`src/io_regs_pkg.sv`:
```
// Package with offsets, field positions, reset values and carrier types of the IO register bank.
package io_regs_pkg;

  localparam logic [5:0] addr_status = 6'h00;
  localparam logic [5:0] addr_stack = 6'h02;
  localparam logic [5:0] addr_clock_mode = 6'h03;
  localparam logic [5:0] addr_int_enable = 6'h04;
  localparam logic [5:0] addr_int_request = 6'h05;
  localparam logic [5:0] addr_timer_mode = 6'h06;
  localparam logic [5:0] addr_mul_operand = 6'h08;
  localparam logic [5:0] addr_mul_high = 6'h09;
  localparam logic [5:0] addr_xtal_config = 6'h0a;
  localparam logic [5:0] addr_edge_select = 6'h0c;
  localparam logic [5:0] addr_port_a_in_enable = 6'h0d;
  localparam logic [5:0] addr_pb_in_enable = 6'h0e;
  localparam logic [5:0] addr_port_a_data = 6'h10;
  localparam logic [5:0] addr_port_a_direction = 6'h11;

  localparam logic [7:0] rst_clock_mode = 8'hf6;
  localparam logic [7:0] rst_zero = 8'h00;
  localparam logic [7:0] rst_in_enable = 8'hff;
  localparam logic [7:0] rst_stack = 8'h00;

  // Field positions.
  localparam int flag_overflow_bit = 3;
  localparam int flag_nibble_bit = 2;
  localparam int flag_carry_bit = 1;
  localparam int flag_zero_bit = 0;
  localparam int clk_fast_en_bit = 4;
  localparam int clk_type_bit = 3;
  localparam int clk_slow_en_bit = 2;
  localparam int clk_wdog_en_bit = 1;
  localparam int clk_reset_pin_bit = 0;
  localparam int edge_timer_bit = 4;
  localparam int irq_wide_timer = 2;
  localparam int irq_pin_b0_a4 = 1;
  localparam int irq_pin_a0_b5 = 0;
  localparam int xtal_en_bit = 7;
  localparam int open_drain_pin = 5;
  localparam logic [7:0] xtal_write_mask = 8'he0;
  localparam logic [7:0] edge_write_mask = 8'h1f;

  // Clock-source selections produced for the clock generator.
  typedef enum logic [3:0] {
    src_fast_div4, src_fast_div2, src_xtal_div4, src_xtal_div2, src_xtal,
    src_slow_div4, src_slow, src_fast_div16, src_fast_div8, src_slow_div16,
    src_fast_div32, src_fast_div64, src_xtal_div8, src_reserved
  } clock_select_t;

  // Register access from the core.
  typedef struct packed {
    logic rd;
    logic wr;
    logic [5:0] addr;
    logic [7:0] wdata;
  } io_access_t;

  // Flag update from the ALU; each load bit selects one flag to load.
  typedef struct packed {
    logic [3:0] load;
    logic [3:0] value;
  } flag_update_t;

endpackage : io_regs_pkg

```
`src/edge_detect.sv`:
```
// Synchroniser and selectable edge detector for one pin-interrupt source.
`timescale 1ns/10ps
module edge_detect
(
  // Clock and reset.
  input wire logic mclk_in,
  input wire logic reset_n_in,
  // Pin and selection.
  input wire logic pin_in,
  input wire logic gate_in,
  input wire logic [1:0] mode_in,
  // Event.
  output logic event_out
);

  logic sync_a_reg;
  logic sync_b_reg;
  logic last_reg;

  always_ff @(posedge mclk_in)
  begin
    if (!reset_n_in)
    begin
      sync_a_reg <= 1'b0;
      sync_b_reg <= 1'b0;
      last_reg <= 1'b0;
    end
    else
    begin
      sync_a_reg <= pin_in;
      sync_b_reg <= sync_a_reg;
      last_reg <= sync_b_reg;
    end
  end

  // Mode 00 both edges, 01 rising, 10 falling, 11 none.
  always_comb
  begin
    case (mode_in)
      2'h0: event_out = gate_in && (sync_b_reg != last_reg);
      2'h1: event_out = gate_in && sync_b_reg && !last_reg;
      2'h2: event_out = gate_in && !sync_b_reg && last_reg;
      default: event_out = 1'b0;
    endcase
  end

endmodule : edge_detect

```
`src/core_io_control_registers.sv`:
```
// Low-address IO register bank: flags, stack, clock mode, interrupts, timer mode, multiplier, ports.
`timescale 1ns/10ps
module core_io_control_registers
(
  // Clock and reset.
  input wire logic mclk_in,
  input wire logic reset_n_in,
  // Core IO access.
  input wire io_regs_pkg::io_access_t io_in,
  output logic [7:0] io_rdata_out,
  // ALU flag updates and multiplier.
  input wire io_regs_pkg::flag_update_t flag_upd_in,
  input wire logic mul_in,
  input wire logic [7:0] acc_in,
  output logic [7:0] mul_low_out,
  // Peripheral interrupt events (timer three, timer two, pwm, comparator, adc).
  input wire logic [7:3] periph_event_in,
  input wire logic [15:0] wide_timer_count_in,
  // Port pins.
  input wire logic [7:0] port_a_pin_in,
  input wire logic [7:0] pb_pin_in,
  output logic [7:0] port_a_pin_out,
  output logic [7:0] port_a_pin_oe_out,
  output logic [7:0] port_a_digital_in_out,
  output logic [7:0] pb_digital_in_out,
  output logic [7:0] port_a_wake_en_out,
  output logic [7:0] pb_wake_en_out,
  // Clock and system control.
  output io_regs_pkg::clock_select_t clock_select_out,
  output logic fast_osc_en_out,
  output logic slow_osc_en_out,
  output logic watchdog_en_out,
  output logic external_reset_pin_en_out,
  output logic crystal_osc_en_out,
  output logic [1:0] crystal_drive_out,
  output logic [2:0] wide_timer_clock_sel_out,
  output logic [1:0] wide_timer_prescale_out,
  output logic [7:0] stack_pointer_out,
  output logic [3:0] flags_out,
  output logic irq_pending_out
);
  import io_regs_pkg::*;

  logic [3:0] flags_reg;
  logic [7:0] stack_reg;
  logic [7:0] clock_mode_reg;
  logic [7:0] int_enable_reg;
  logic [7:0] int_request_reg;
  logic [7:0] timer_mode_reg;
  logic [7:0] mul_operand_reg;
  logic [7:0] mul_high_reg;
  logic [7:0] xtal_config_reg;
  logic [7:0] edge_select_reg;
  logic [7:0] port_a_in_enable_reg;
  logic [7:0] pb_in_enable_reg;
  logic [7:0] port_a_data_reg;
  logic [7:0] port_a_direction_reg;
  logic [7:0] mul_low_reg;
  logic timer_bit_last_reg;
  logic [7:0] int_request_next;
  logic [7:0] hw_event;
  logic [15:0] product;
  logic timer_bit;
  logic pin_ev_b0;
  logic pin_ev_a4;
  logic pin_ev_a0;
  logic pin_ev_b5;
  logic wr_hit;

  assign wr_hit = io_in.wr;

  // ==========================================================================
  // ALU status flags.
  // ==========================================================================
  always_ff @(posedge mclk_in)
  begin
    if (!reset_n_in)
      flags_reg <= rst_zero[3:0];
    else if (wr_hit && io_in.addr == addr_status)
      flags_reg <= io_in.wdata[3:0];
    else
    begin
      for (int i = 0; i < 4; i++)
      begin
        // Bit 3 overflow, 2 nibble carry, 1 carry, 0 zero.
        if (flag_upd_in.load[i])
          flags_reg[i] <= flag_upd_in.value[i];
      end
    end
  end

  // ==========================================================================
  // Stack pointer, written as given; bit 0 is software's to keep clear.
  // ==========================================================================
  always_ff @(posedge mclk_in)
  begin
    if (!reset_n_in)
      stack_reg <= rst_stack;
    else if (wr_hit && io_in.addr == addr_stack)
      stack_reg <= io_in.wdata;
  end

  // ==========================================================================
  // Configuration registers.
  // ==========================================================================
  always_ff @(posedge mclk_in)
  begin
    if (!reset_n_in)
    begin
      clock_mode_reg <= rst_clock_mode;
      int_enable_reg <= rst_zero;
      timer_mode_reg <= rst_zero;
      xtal_config_reg <= rst_zero;
      edge_select_reg <= rst_zero;
      port_a_in_enable_reg <= rst_in_enable;
      pb_in_enable_reg <= rst_in_enable;
      port_a_data_reg <= rst_zero;
      port_a_direction_reg <= rst_zero;
      mul_operand_reg <= rst_zero;
    end
    else if (wr_hit)
    begin
      if (io_in.addr == addr_clock_mode)
        clock_mode_reg <= io_in.wdata;
      else if (io_in.addr == addr_int_enable)
        int_enable_reg <= io_in.wdata;
      else if (io_in.addr == addr_timer_mode)
        timer_mode_reg <= io_in.wdata;
      else if (io_in.addr == addr_mul_operand)
        mul_operand_reg <= io_in.wdata;
      else if (io_in.addr == addr_xtal_config)
        xtal_config_reg <= io_in.wdata & xtal_write_mask;
      else if (io_in.addr == addr_edge_select)
        edge_select_reg <= io_in.wdata & edge_write_mask;
      else if (io_in.addr == addr_port_a_in_enable)
        port_a_in_enable_reg <= io_in.wdata;
      else if (io_in.addr == addr_pb_in_enable)
        pb_in_enable_reg <= io_in.wdata;
      else if (io_in.addr == addr_port_a_data)
        port_a_data_reg <= io_in.wdata;
      else if (io_in.addr == addr_port_a_direction)
        port_a_direction_reg <= io_in.wdata;
    end
  end

  // ==========================================================================
  // Multiplier.
  // ==========================================================================
  assign product = acc_in * mul_operand_reg;

  always_ff @(posedge mclk_in)
  begin
    if (!reset_n_in)
    begin
      mul_high_reg <= rst_zero;
      mul_low_reg <= rst_zero;
    end
    else if (mul_in)
    begin
      mul_high_reg <= product[15:8];
      mul_low_reg <= product[7:0];
    end
  end

  assign mul_low_out = mul_low_reg;

  // ==========================================================================
  // Interrupt sources.
  // ==========================================================================
  // Counter bit 8 + code, compared with its previous value.
  assign timer_bit = wide_timer_count_in[4'(8 + timer_mode_reg[2:0])];

  always_ff @(posedge mclk_in)
  begin
    if (!reset_n_in)
      timer_bit_last_reg <= 1'b0;
    else
      timer_bit_last_reg <= timer_bit;
  end

  edge_detect u_edge_b0
  (
    .mclk_in(mclk_in),
    .reset_n_in(reset_n_in),
    .pin_in(pb_pin_in[0]),
    .gate_in(pb_in_enable_reg[0]),
    .mode_in(edge_select_reg[3:2]),
    .event_out(pin_ev_b0)
  );

  edge_detect u_edge_a4
  (
    .mclk_in(mclk_in),
    .reset_n_in(reset_n_in),
    .pin_in(port_a_pin_in[4]),
    .gate_in(port_a_in_enable_reg[4]),
    .mode_in(edge_select_reg[3:2]),
    .event_out(pin_ev_a4)
  );

  edge_detect u_edge_a0
  (
    .mclk_in(mclk_in),
    .reset_n_in(reset_n_in),
    .pin_in(port_a_pin_in[0]),
    .gate_in(port_a_in_enable_reg[0]),
    .mode_in(edge_select_reg[1:0]),
    .event_out(pin_ev_a0)
  );

  edge_detect u_edge_b5
  (
    .mclk_in(mclk_in),
    .reset_n_in(reset_n_in),
    .pin_in(pb_pin_in[5]),
    .gate_in(pb_in_enable_reg[5]),
    .mode_in(edge_select_reg[1:0]),
    .event_out(pin_ev_b5)
  );

  always_comb
  begin
    hw_event = {periph_event_in, 3'h0};
    // Rising when edge bit is zero, falling when one.
    hw_event[irq_wide_timer] = edge_select_reg[edge_timer_bit] ?
                               (timer_bit_last_reg && !timer_bit) :
                               (!timer_bit_last_reg && timer_bit);
    hw_event[irq_pin_b0_a4] = pin_ev_b0 || pin_ev_a4;
    hw_event[irq_pin_a0_b5] = pin_ev_a0 || pin_ev_b5;
  end

  // Software writes load the register; a same-cycle event still sets its bit.
  always_comb
  begin
    int_request_next = int_request_reg;
    if (wr_hit && io_in.addr == addr_int_request)
      int_request_next = io_in.wdata;
    int_request_next = int_request_next | hw_event;
  end

  always_ff @(posedge mclk_in)
  begin
    if (!reset_n_in)
      int_request_reg <= rst_zero;
    else
      int_request_reg <= int_request_next;
  end

  assign irq_pending_out = |(int_request_reg & int_enable_reg);

  // ==========================================================================
  // Clock selection.
  // ==========================================================================
  always_comb
  begin
    if (clock_mode_reg[clk_type_bit])
    begin
      case (clock_mode_reg[7:5])
        3'h0: clock_select_out = src_fast_div16;
        3'h1: clock_select_out = src_fast_div8;
        3'h2: clock_select_out = src_slow_div16;
        3'h3: clock_select_out = src_fast_div32;
        3'h4: clock_select_out = src_fast_div64;
        3'h5: clock_select_out = src_xtal_div8;
        default: clock_select_out = src_reserved;
      endcase
    end
    else
    begin
      case (clock_mode_reg[7:5])
        3'h0: clock_select_out = src_fast_div4;
        3'h1: clock_select_out = src_fast_div2;
        3'h3: clock_select_out = src_xtal_div4;
        3'h4: clock_select_out = src_xtal_div2;
        3'h5: clock_select_out = src_xtal;
        3'h6: clock_select_out = src_slow_div4;
        3'h7: clock_select_out = src_slow;
        default: clock_select_out = src_reserved;
      endcase
    end
  end

  assign fast_osc_en_out = clock_mode_reg[clk_fast_en_bit];
  assign slow_osc_en_out = clock_mode_reg[clk_slow_en_bit];
  // The watchdog runs from the slow oscillator, so it stops with it.
  assign watchdog_en_out = clock_mode_reg[clk_wdog_en_bit] &&
                           clock_mode_reg[clk_slow_en_bit];
  assign external_reset_pin_en_out = clock_mode_reg[clk_reset_pin_bit];
  assign crystal_osc_en_out = xtal_config_reg[xtal_en_bit];
  assign crystal_drive_out = xtal_config_reg[6:5];
  assign wide_timer_clock_sel_out = timer_mode_reg[7:5];
  assign wide_timer_prescale_out = timer_mode_reg[4:3];
  assign stack_pointer_out = stack_reg;
  assign flags_out = flags_reg;

  // ==========================================================================
  // Port A pins and input gating.
  // ==========================================================================
  for (genvar p = 0; p < 8; p++)
  begin : g_port_a
    if (p == open_drain_pin)
    begin : g_od
      // Drives low only; as reset input it never drives.
      assign port_a_pin_out[p] = 1'b0;
      assign port_a_pin_oe_out[p] = port_a_direction_reg[p] && !port_a_data_reg[p] &&
                                    !clock_mode_reg[clk_reset_pin_bit];
    end
    else
    begin : g_pp
      assign port_a_pin_out[p] = port_a_data_reg[p];
      assign port_a_pin_oe_out[p] = port_a_direction_reg[p];
    end
  end

  assign port_a_digital_in_out = port_a_in_enable_reg;
  assign port_a_wake_en_out = port_a_in_enable_reg;
  assign pb_digital_in_out = pb_in_enable_reg;
  assign pb_wake_en_out = pb_in_enable_reg;

  // ==========================================================================
  // Read path; write-only and unmapped addresses read zero.
  // ==========================================================================
  always_ff @(posedge mclk_in)
  begin
    if (!reset_n_in)
      io_rdata_out <= rst_zero;
    else if (io_in.rd)
    begin
      if (io_in.addr == addr_status)
        io_rdata_out <= {4'h0, flags_reg};
      else if (io_in.addr == addr_stack)
        io_rdata_out <= stack_reg;
      else if (io_in.addr == addr_clock_mode)
        io_rdata_out <= clock_mode_reg;
      else if (io_in.addr == addr_int_enable)
        io_rdata_out <= int_enable_reg;
      else if (io_in.addr == addr_int_request)
        io_rdata_out <= int_request_reg;
      else if (io_in.addr == addr_timer_mode)
        io_rdata_out <= timer_mode_reg;
      else if (io_in.addr == addr_mul_operand)
        io_rdata_out <= mul_operand_reg;
      else if (io_in.addr == addr_mul_high)
        io_rdata_out <= mul_high_reg;
      else if (io_in.addr == addr_port_a_data)
        io_rdata_out <= port_a_data_reg;
      else if (io_in.addr == addr_port_a_direction)
        io_rdata_out <= port_a_direction_reg;
      else
        io_rdata_out <= rst_zero;
    end
  end

endmodule : core_io_control_registers

```
`config.mk`:
```
export PLATFORM = sky130hd
export DESIGN_NAME = core_io_control_registers
export DESIGN_NICKNAME = d
export VERILOG_FILES = /design/src/io_regs_pkg.sv /design/src/edge_detect.sv /design/src/core_io_control_registers.sv
export SDC_FILE = /design/constraint.sdc
export NUM_CORES = 1
export LEC_CHECK = 0
export CAP_MARGIN = 20
export CORE_MARGIN = 2
export CORE_UTILIZATION = 58
export CTS_CLUSTER_DIAMETER = 150
export CTS_CLUSTER_SIZE = 30
export DETAILED_ROUTE_END_ITERATION = 12
export DONT_BUFFER_PORTS = 1
export PLACE_DENSITY = 0.77
export SLEW_MARGIN = 5
export SYNTH_ARGS = -nofsm -noshare
export SYNTH_HDL_FRONTEND = slang
export SYNTH_SLANG_ARGS = --single-unit
```
`constraint.sdc`:
```
create_clock -name mclk_in -period 4.5 [get_ports mclk_in]
set_clock_uncertainty 0.15 [all_clocks]
set_input_delay 0.9 -clock mclk_in [delete_from_list [all_inputs] [get_ports mclk_in]]
set_output_delay 0.9 -clock mclk_in [all_outputs]
set_load 0.1 [all_outputs]
```
==> reports/results.tsv <==
stage	metric	value	unit
outcome	outcome	finished, final reports clean	
global_routing	grt_usage	28.4	%
drt	drc	0	
synth	async_reset_ff_share	0	%
layout	drive_gt1_share	11.4	%
die	die_x	122	um
timing	rsz0062_at_grt	no	
timing	finalHoldViolations	0	
worst_setup_path	rr_endpoint	mul_high_reg[1]$_SDFFE_PN0P_	
die	die_h	122	um
die	initial_core_util	58.6	%
drt	avgViaCountPerCell	5.96	
global_routing	grt_pass1_wl	32000	um
clock_tree	cts.sinks	129	
worst_hold_path	holdPathEnd	u_edge_a4.sync_b_reg$_SDFF_PN0_	
timing	fmax	236	MHz
drt	dr.pass1.iters	6	
layout	mostFrequentLayoutCell	dfxtp_1	
timing	relSlewSlack	20.9	%
placed_design	dp_cells	1033	
worst_setup_path	timing.rr.start	mul_operand_reg[2]$_SDFFE_PN0P_	
clock_tree	cts-hold-fix-buffers	0	
layout	syn_to_final_growth	7.44	%
global_routing	globalRouteOverflowTotal	0	
synth	synth_top_area_share	32.1	%
placed_design	io_buffers	0	
synth	syn_inst	917	
drt	routed_wl	20600	um
worst_setup_path	end_kind	flip-flop	
timing	slew_violations	0	
drt	drt_iter0_drc	541	
global_routing	grt_pass1_vias	6091	
worst_hold_path	min_path_type	flip-flop to flip-flop	
power_and_ir_drop	totalPowerFinal	2.67	mW
placed_design	dpl.hpwl	15000	um
global_routing	grt_max_degree	78	
clock_tree	cts_tree	built	
die	io_pins	165	
layout	finalNonFillerCells	1065	
clock_tree	cts.repair.resized	0	
global_routing	antenna_found_initial	0	
die	row_count	43	
worst_setup_path	worstSetupStartpointType	flip-flop	
timing	fin_crit	4.24	ns
flow_run	max-cap-violations	0	
timing	tightestPinTransition	1.19	ns
timing	post-route-period-util	94.2	%
synth	yosys_most_used_dff	dfxtp_1	
clock_tree	cts_buffers	17	
worst_hold_path	hold_depth	1	
synth	synth_edf_count	0	
worst_setup_path	crit_type	flip-flop to flip-flop	
synth	ys_seq_area_share	32.1	%
power_and_ir_drop	p_per_area	309	nW/um2
clock_tree	root_buffer	clkbuf_16	
synth	synth-seq-cells	129	
layout	nets	1017	
worst_setup_path	cp.required	4.68	ns
drt	wire_per_inst	19.3	um
worst_setup_path	path_max_fanout	8	
synth	synth_nets	1061	
timing	setup_violations	0	
worst_setup_path	r2r_slack	0.26	ns
clock_tree	cts_buffer_depth	2	
power_and_ir_drop	leakage	3.64	nW
synth	ys_types	55	
worst_setup_path	reg2regPathDepth	15	
drt	ant_nets	0	
clock_tree	h-tree-depth	4	
clock_tree	postCtsSetupBuffers	0	
placed_design	place.gp.congestion	0.926	
layout	final_cell_mix	113 x dfxtp_1, 108 x nand2_1, 66 x and2_1	
clock_tree	clkTransAtPathRegs	0.05	ns
layout	diodes	0	
die	die_area	14800	um2
drt	route.vias.total	6344	
synth	synth_area_leaders	dfxtp_1 32%, fa_1 9.0%, mux2i_1 7.7%	
synth	syn-cell-area	8040	um2
synth	synth_top_area_cell	dfxtp_1	
clock_tree	clkLatencyLatePin	0.42	ns
worst_hold_path	hp-start	u_edge_a4.sync_a_reg$_SDFF_PN0_	
synth	syn_area_per_cell	8.76	um2
die	coreArea	13700	um2
synth	yosysWarningCount	0	
worst_setup_path	arrival	4.42	ns
power_and_ir_drop	ir_drop	0.000262	V
==> cell usage after synthesis, drive strengths merged (2+ instances only) <==
| cell | count |
|---|---|
| o21ai | 26 |
| fa | 36 |
| o21a | 3 |
| a21oi | 53 |
| dfxtp | 129 |
| clkbuf | 33 |
| a222oi | 5 |
| nand3 | 51 |
| nor4 | 3 |
| o22ai | 6 |
| inv | 60 |
| a31oi | 3 |
| a211oi | 8 |
| a21boi | 12 |
| mux2 | 8 |
| nand4 | 3 |
| or4b | 2 |
| o211ai | 7 |
| buf | 55 |
| nand3b | 12 |
| o31ai | 3 |
| nor2b | 23 |
| a221oi | 10 |
| mux2i | 62 |
| nand2 | 109 |
| mux4 | 2 |
| a21o | 8 |
| nand2b | 6 |
| ha | 36 |
| a22oi | 4 |
| and2 | 66 |
| nor3 | 7 |
| a22o | 2 |
| or3 | 2 |
| xnor2 | 7 |
| nor2 | 41 |
| and3 | 5 |
==> worst max-delay path by stage <==
stage | startpoint | end | slack, ns | cells after the start
floorplan | acc_in[1] | mul_high_reg[5]$_SDFFE_PN0P_ | 0.005 | 14
global placement | acc_in[1] | mul_high_reg[4]$_SDFFE_PN0P_ | -0.17 | 14
detailed placement | acc_in[1] | mul_high_reg[4]$_SDFFE_PN0P_ | -0.17 | 14
CTS | mul_operand_reg[2]$_SDFFE_PN0P_ | mul_high_reg[1]$_SDFFE_PN0P_ | 0.25 | 15
global route | mul_operand_reg[2]$_SDFFE_PN0P_ | mul_high_reg[1]$_SDFFE_PN0P_ | 0.02 | 15
finish | mul_operand_reg[2]$_SDFFE_PN0P_ | mul_high_reg[1]$_SDFFE_PN0P_ | 0.26 | 15
==> through the flow <==
stage	setup TNS (ns)	cell area [um2]	hold WS [ns]	setup WS, ns	util (%)
2_1_floorplan	0	8080	0.262	0.00510	-
3_5_place_dp	-0.938	8060	0.271	-0.169	58.7
4_1_cts	0	8630	0.283	0.253	62.9
6_report	0	8630	0.280	0.261	62.9
5_1_grt	0	8630	0.290	0.0229	62.9
3_3_place_gp	-0.775	8060	0.269	-0.171	58.7
==> final cells by class <==
| cell class | count | area (um2) |
|---|---|---|
| timing repair buffer | 25 | 225 |
| tap | 180 | 225 |
| clock inverter | 10 | 111 |
| sequential | 129 | 2600 |
| inverter | 61 | 229 |
| clock buffer | 21 | 460 |
| fill | 1184 | 5080 |
| multi-input combinational | 639 | 4780 |
==> critical path, stage by stage, from the launching register on <==
cell and delay (ns):
dfxtp_1 0.51, nand2_1 0.13, fa_1 0.52, fa_1 0.54
inv_1 0.05, fa_1 0.49, inv_1 0.05, fa_1 0.48
inv_1 0.04, ha_1 0.32, o21a_1 0.15, o31ai_2 0.09
buf_4 0.15, a21boi_0 0.23, nor3_1 0.07, o31ai_1 0.20
==> metal layers <==
| layer | up-vias | global-route usage [%] | wire length [um] |
|---|---|---|---|
| li1 | 2981 | - | - |
| met1 | 3068 | 35.3 | 8530 |
| met2 | 259 | 45.9 | 9890 |
| met3 | 36 | 8.80 | 1690 |
| met4 | 0 | 11.8 | 470 |
| met5 | - | 0 | 0 |
==> power by group <==
group,switching [mW],leakage (nW),total [mW],internal [mW]
clock,0.495,0.275,1.33,0.837
sequential,0.0667,1.04,1.23,1.16
combinational,0.0592,2.33,0.107,0.0474
==> kinds of logic after synthesis <==
logic type,synth area share (%)
mux,9.40
xor+xnor,0.763
buf+inv,9.22
fa+ha+maj,14.6
other cells,0.0467
compound gates,12.1
flops,32.1
simple gates,21.8
(Power assumes the default switching activity.)
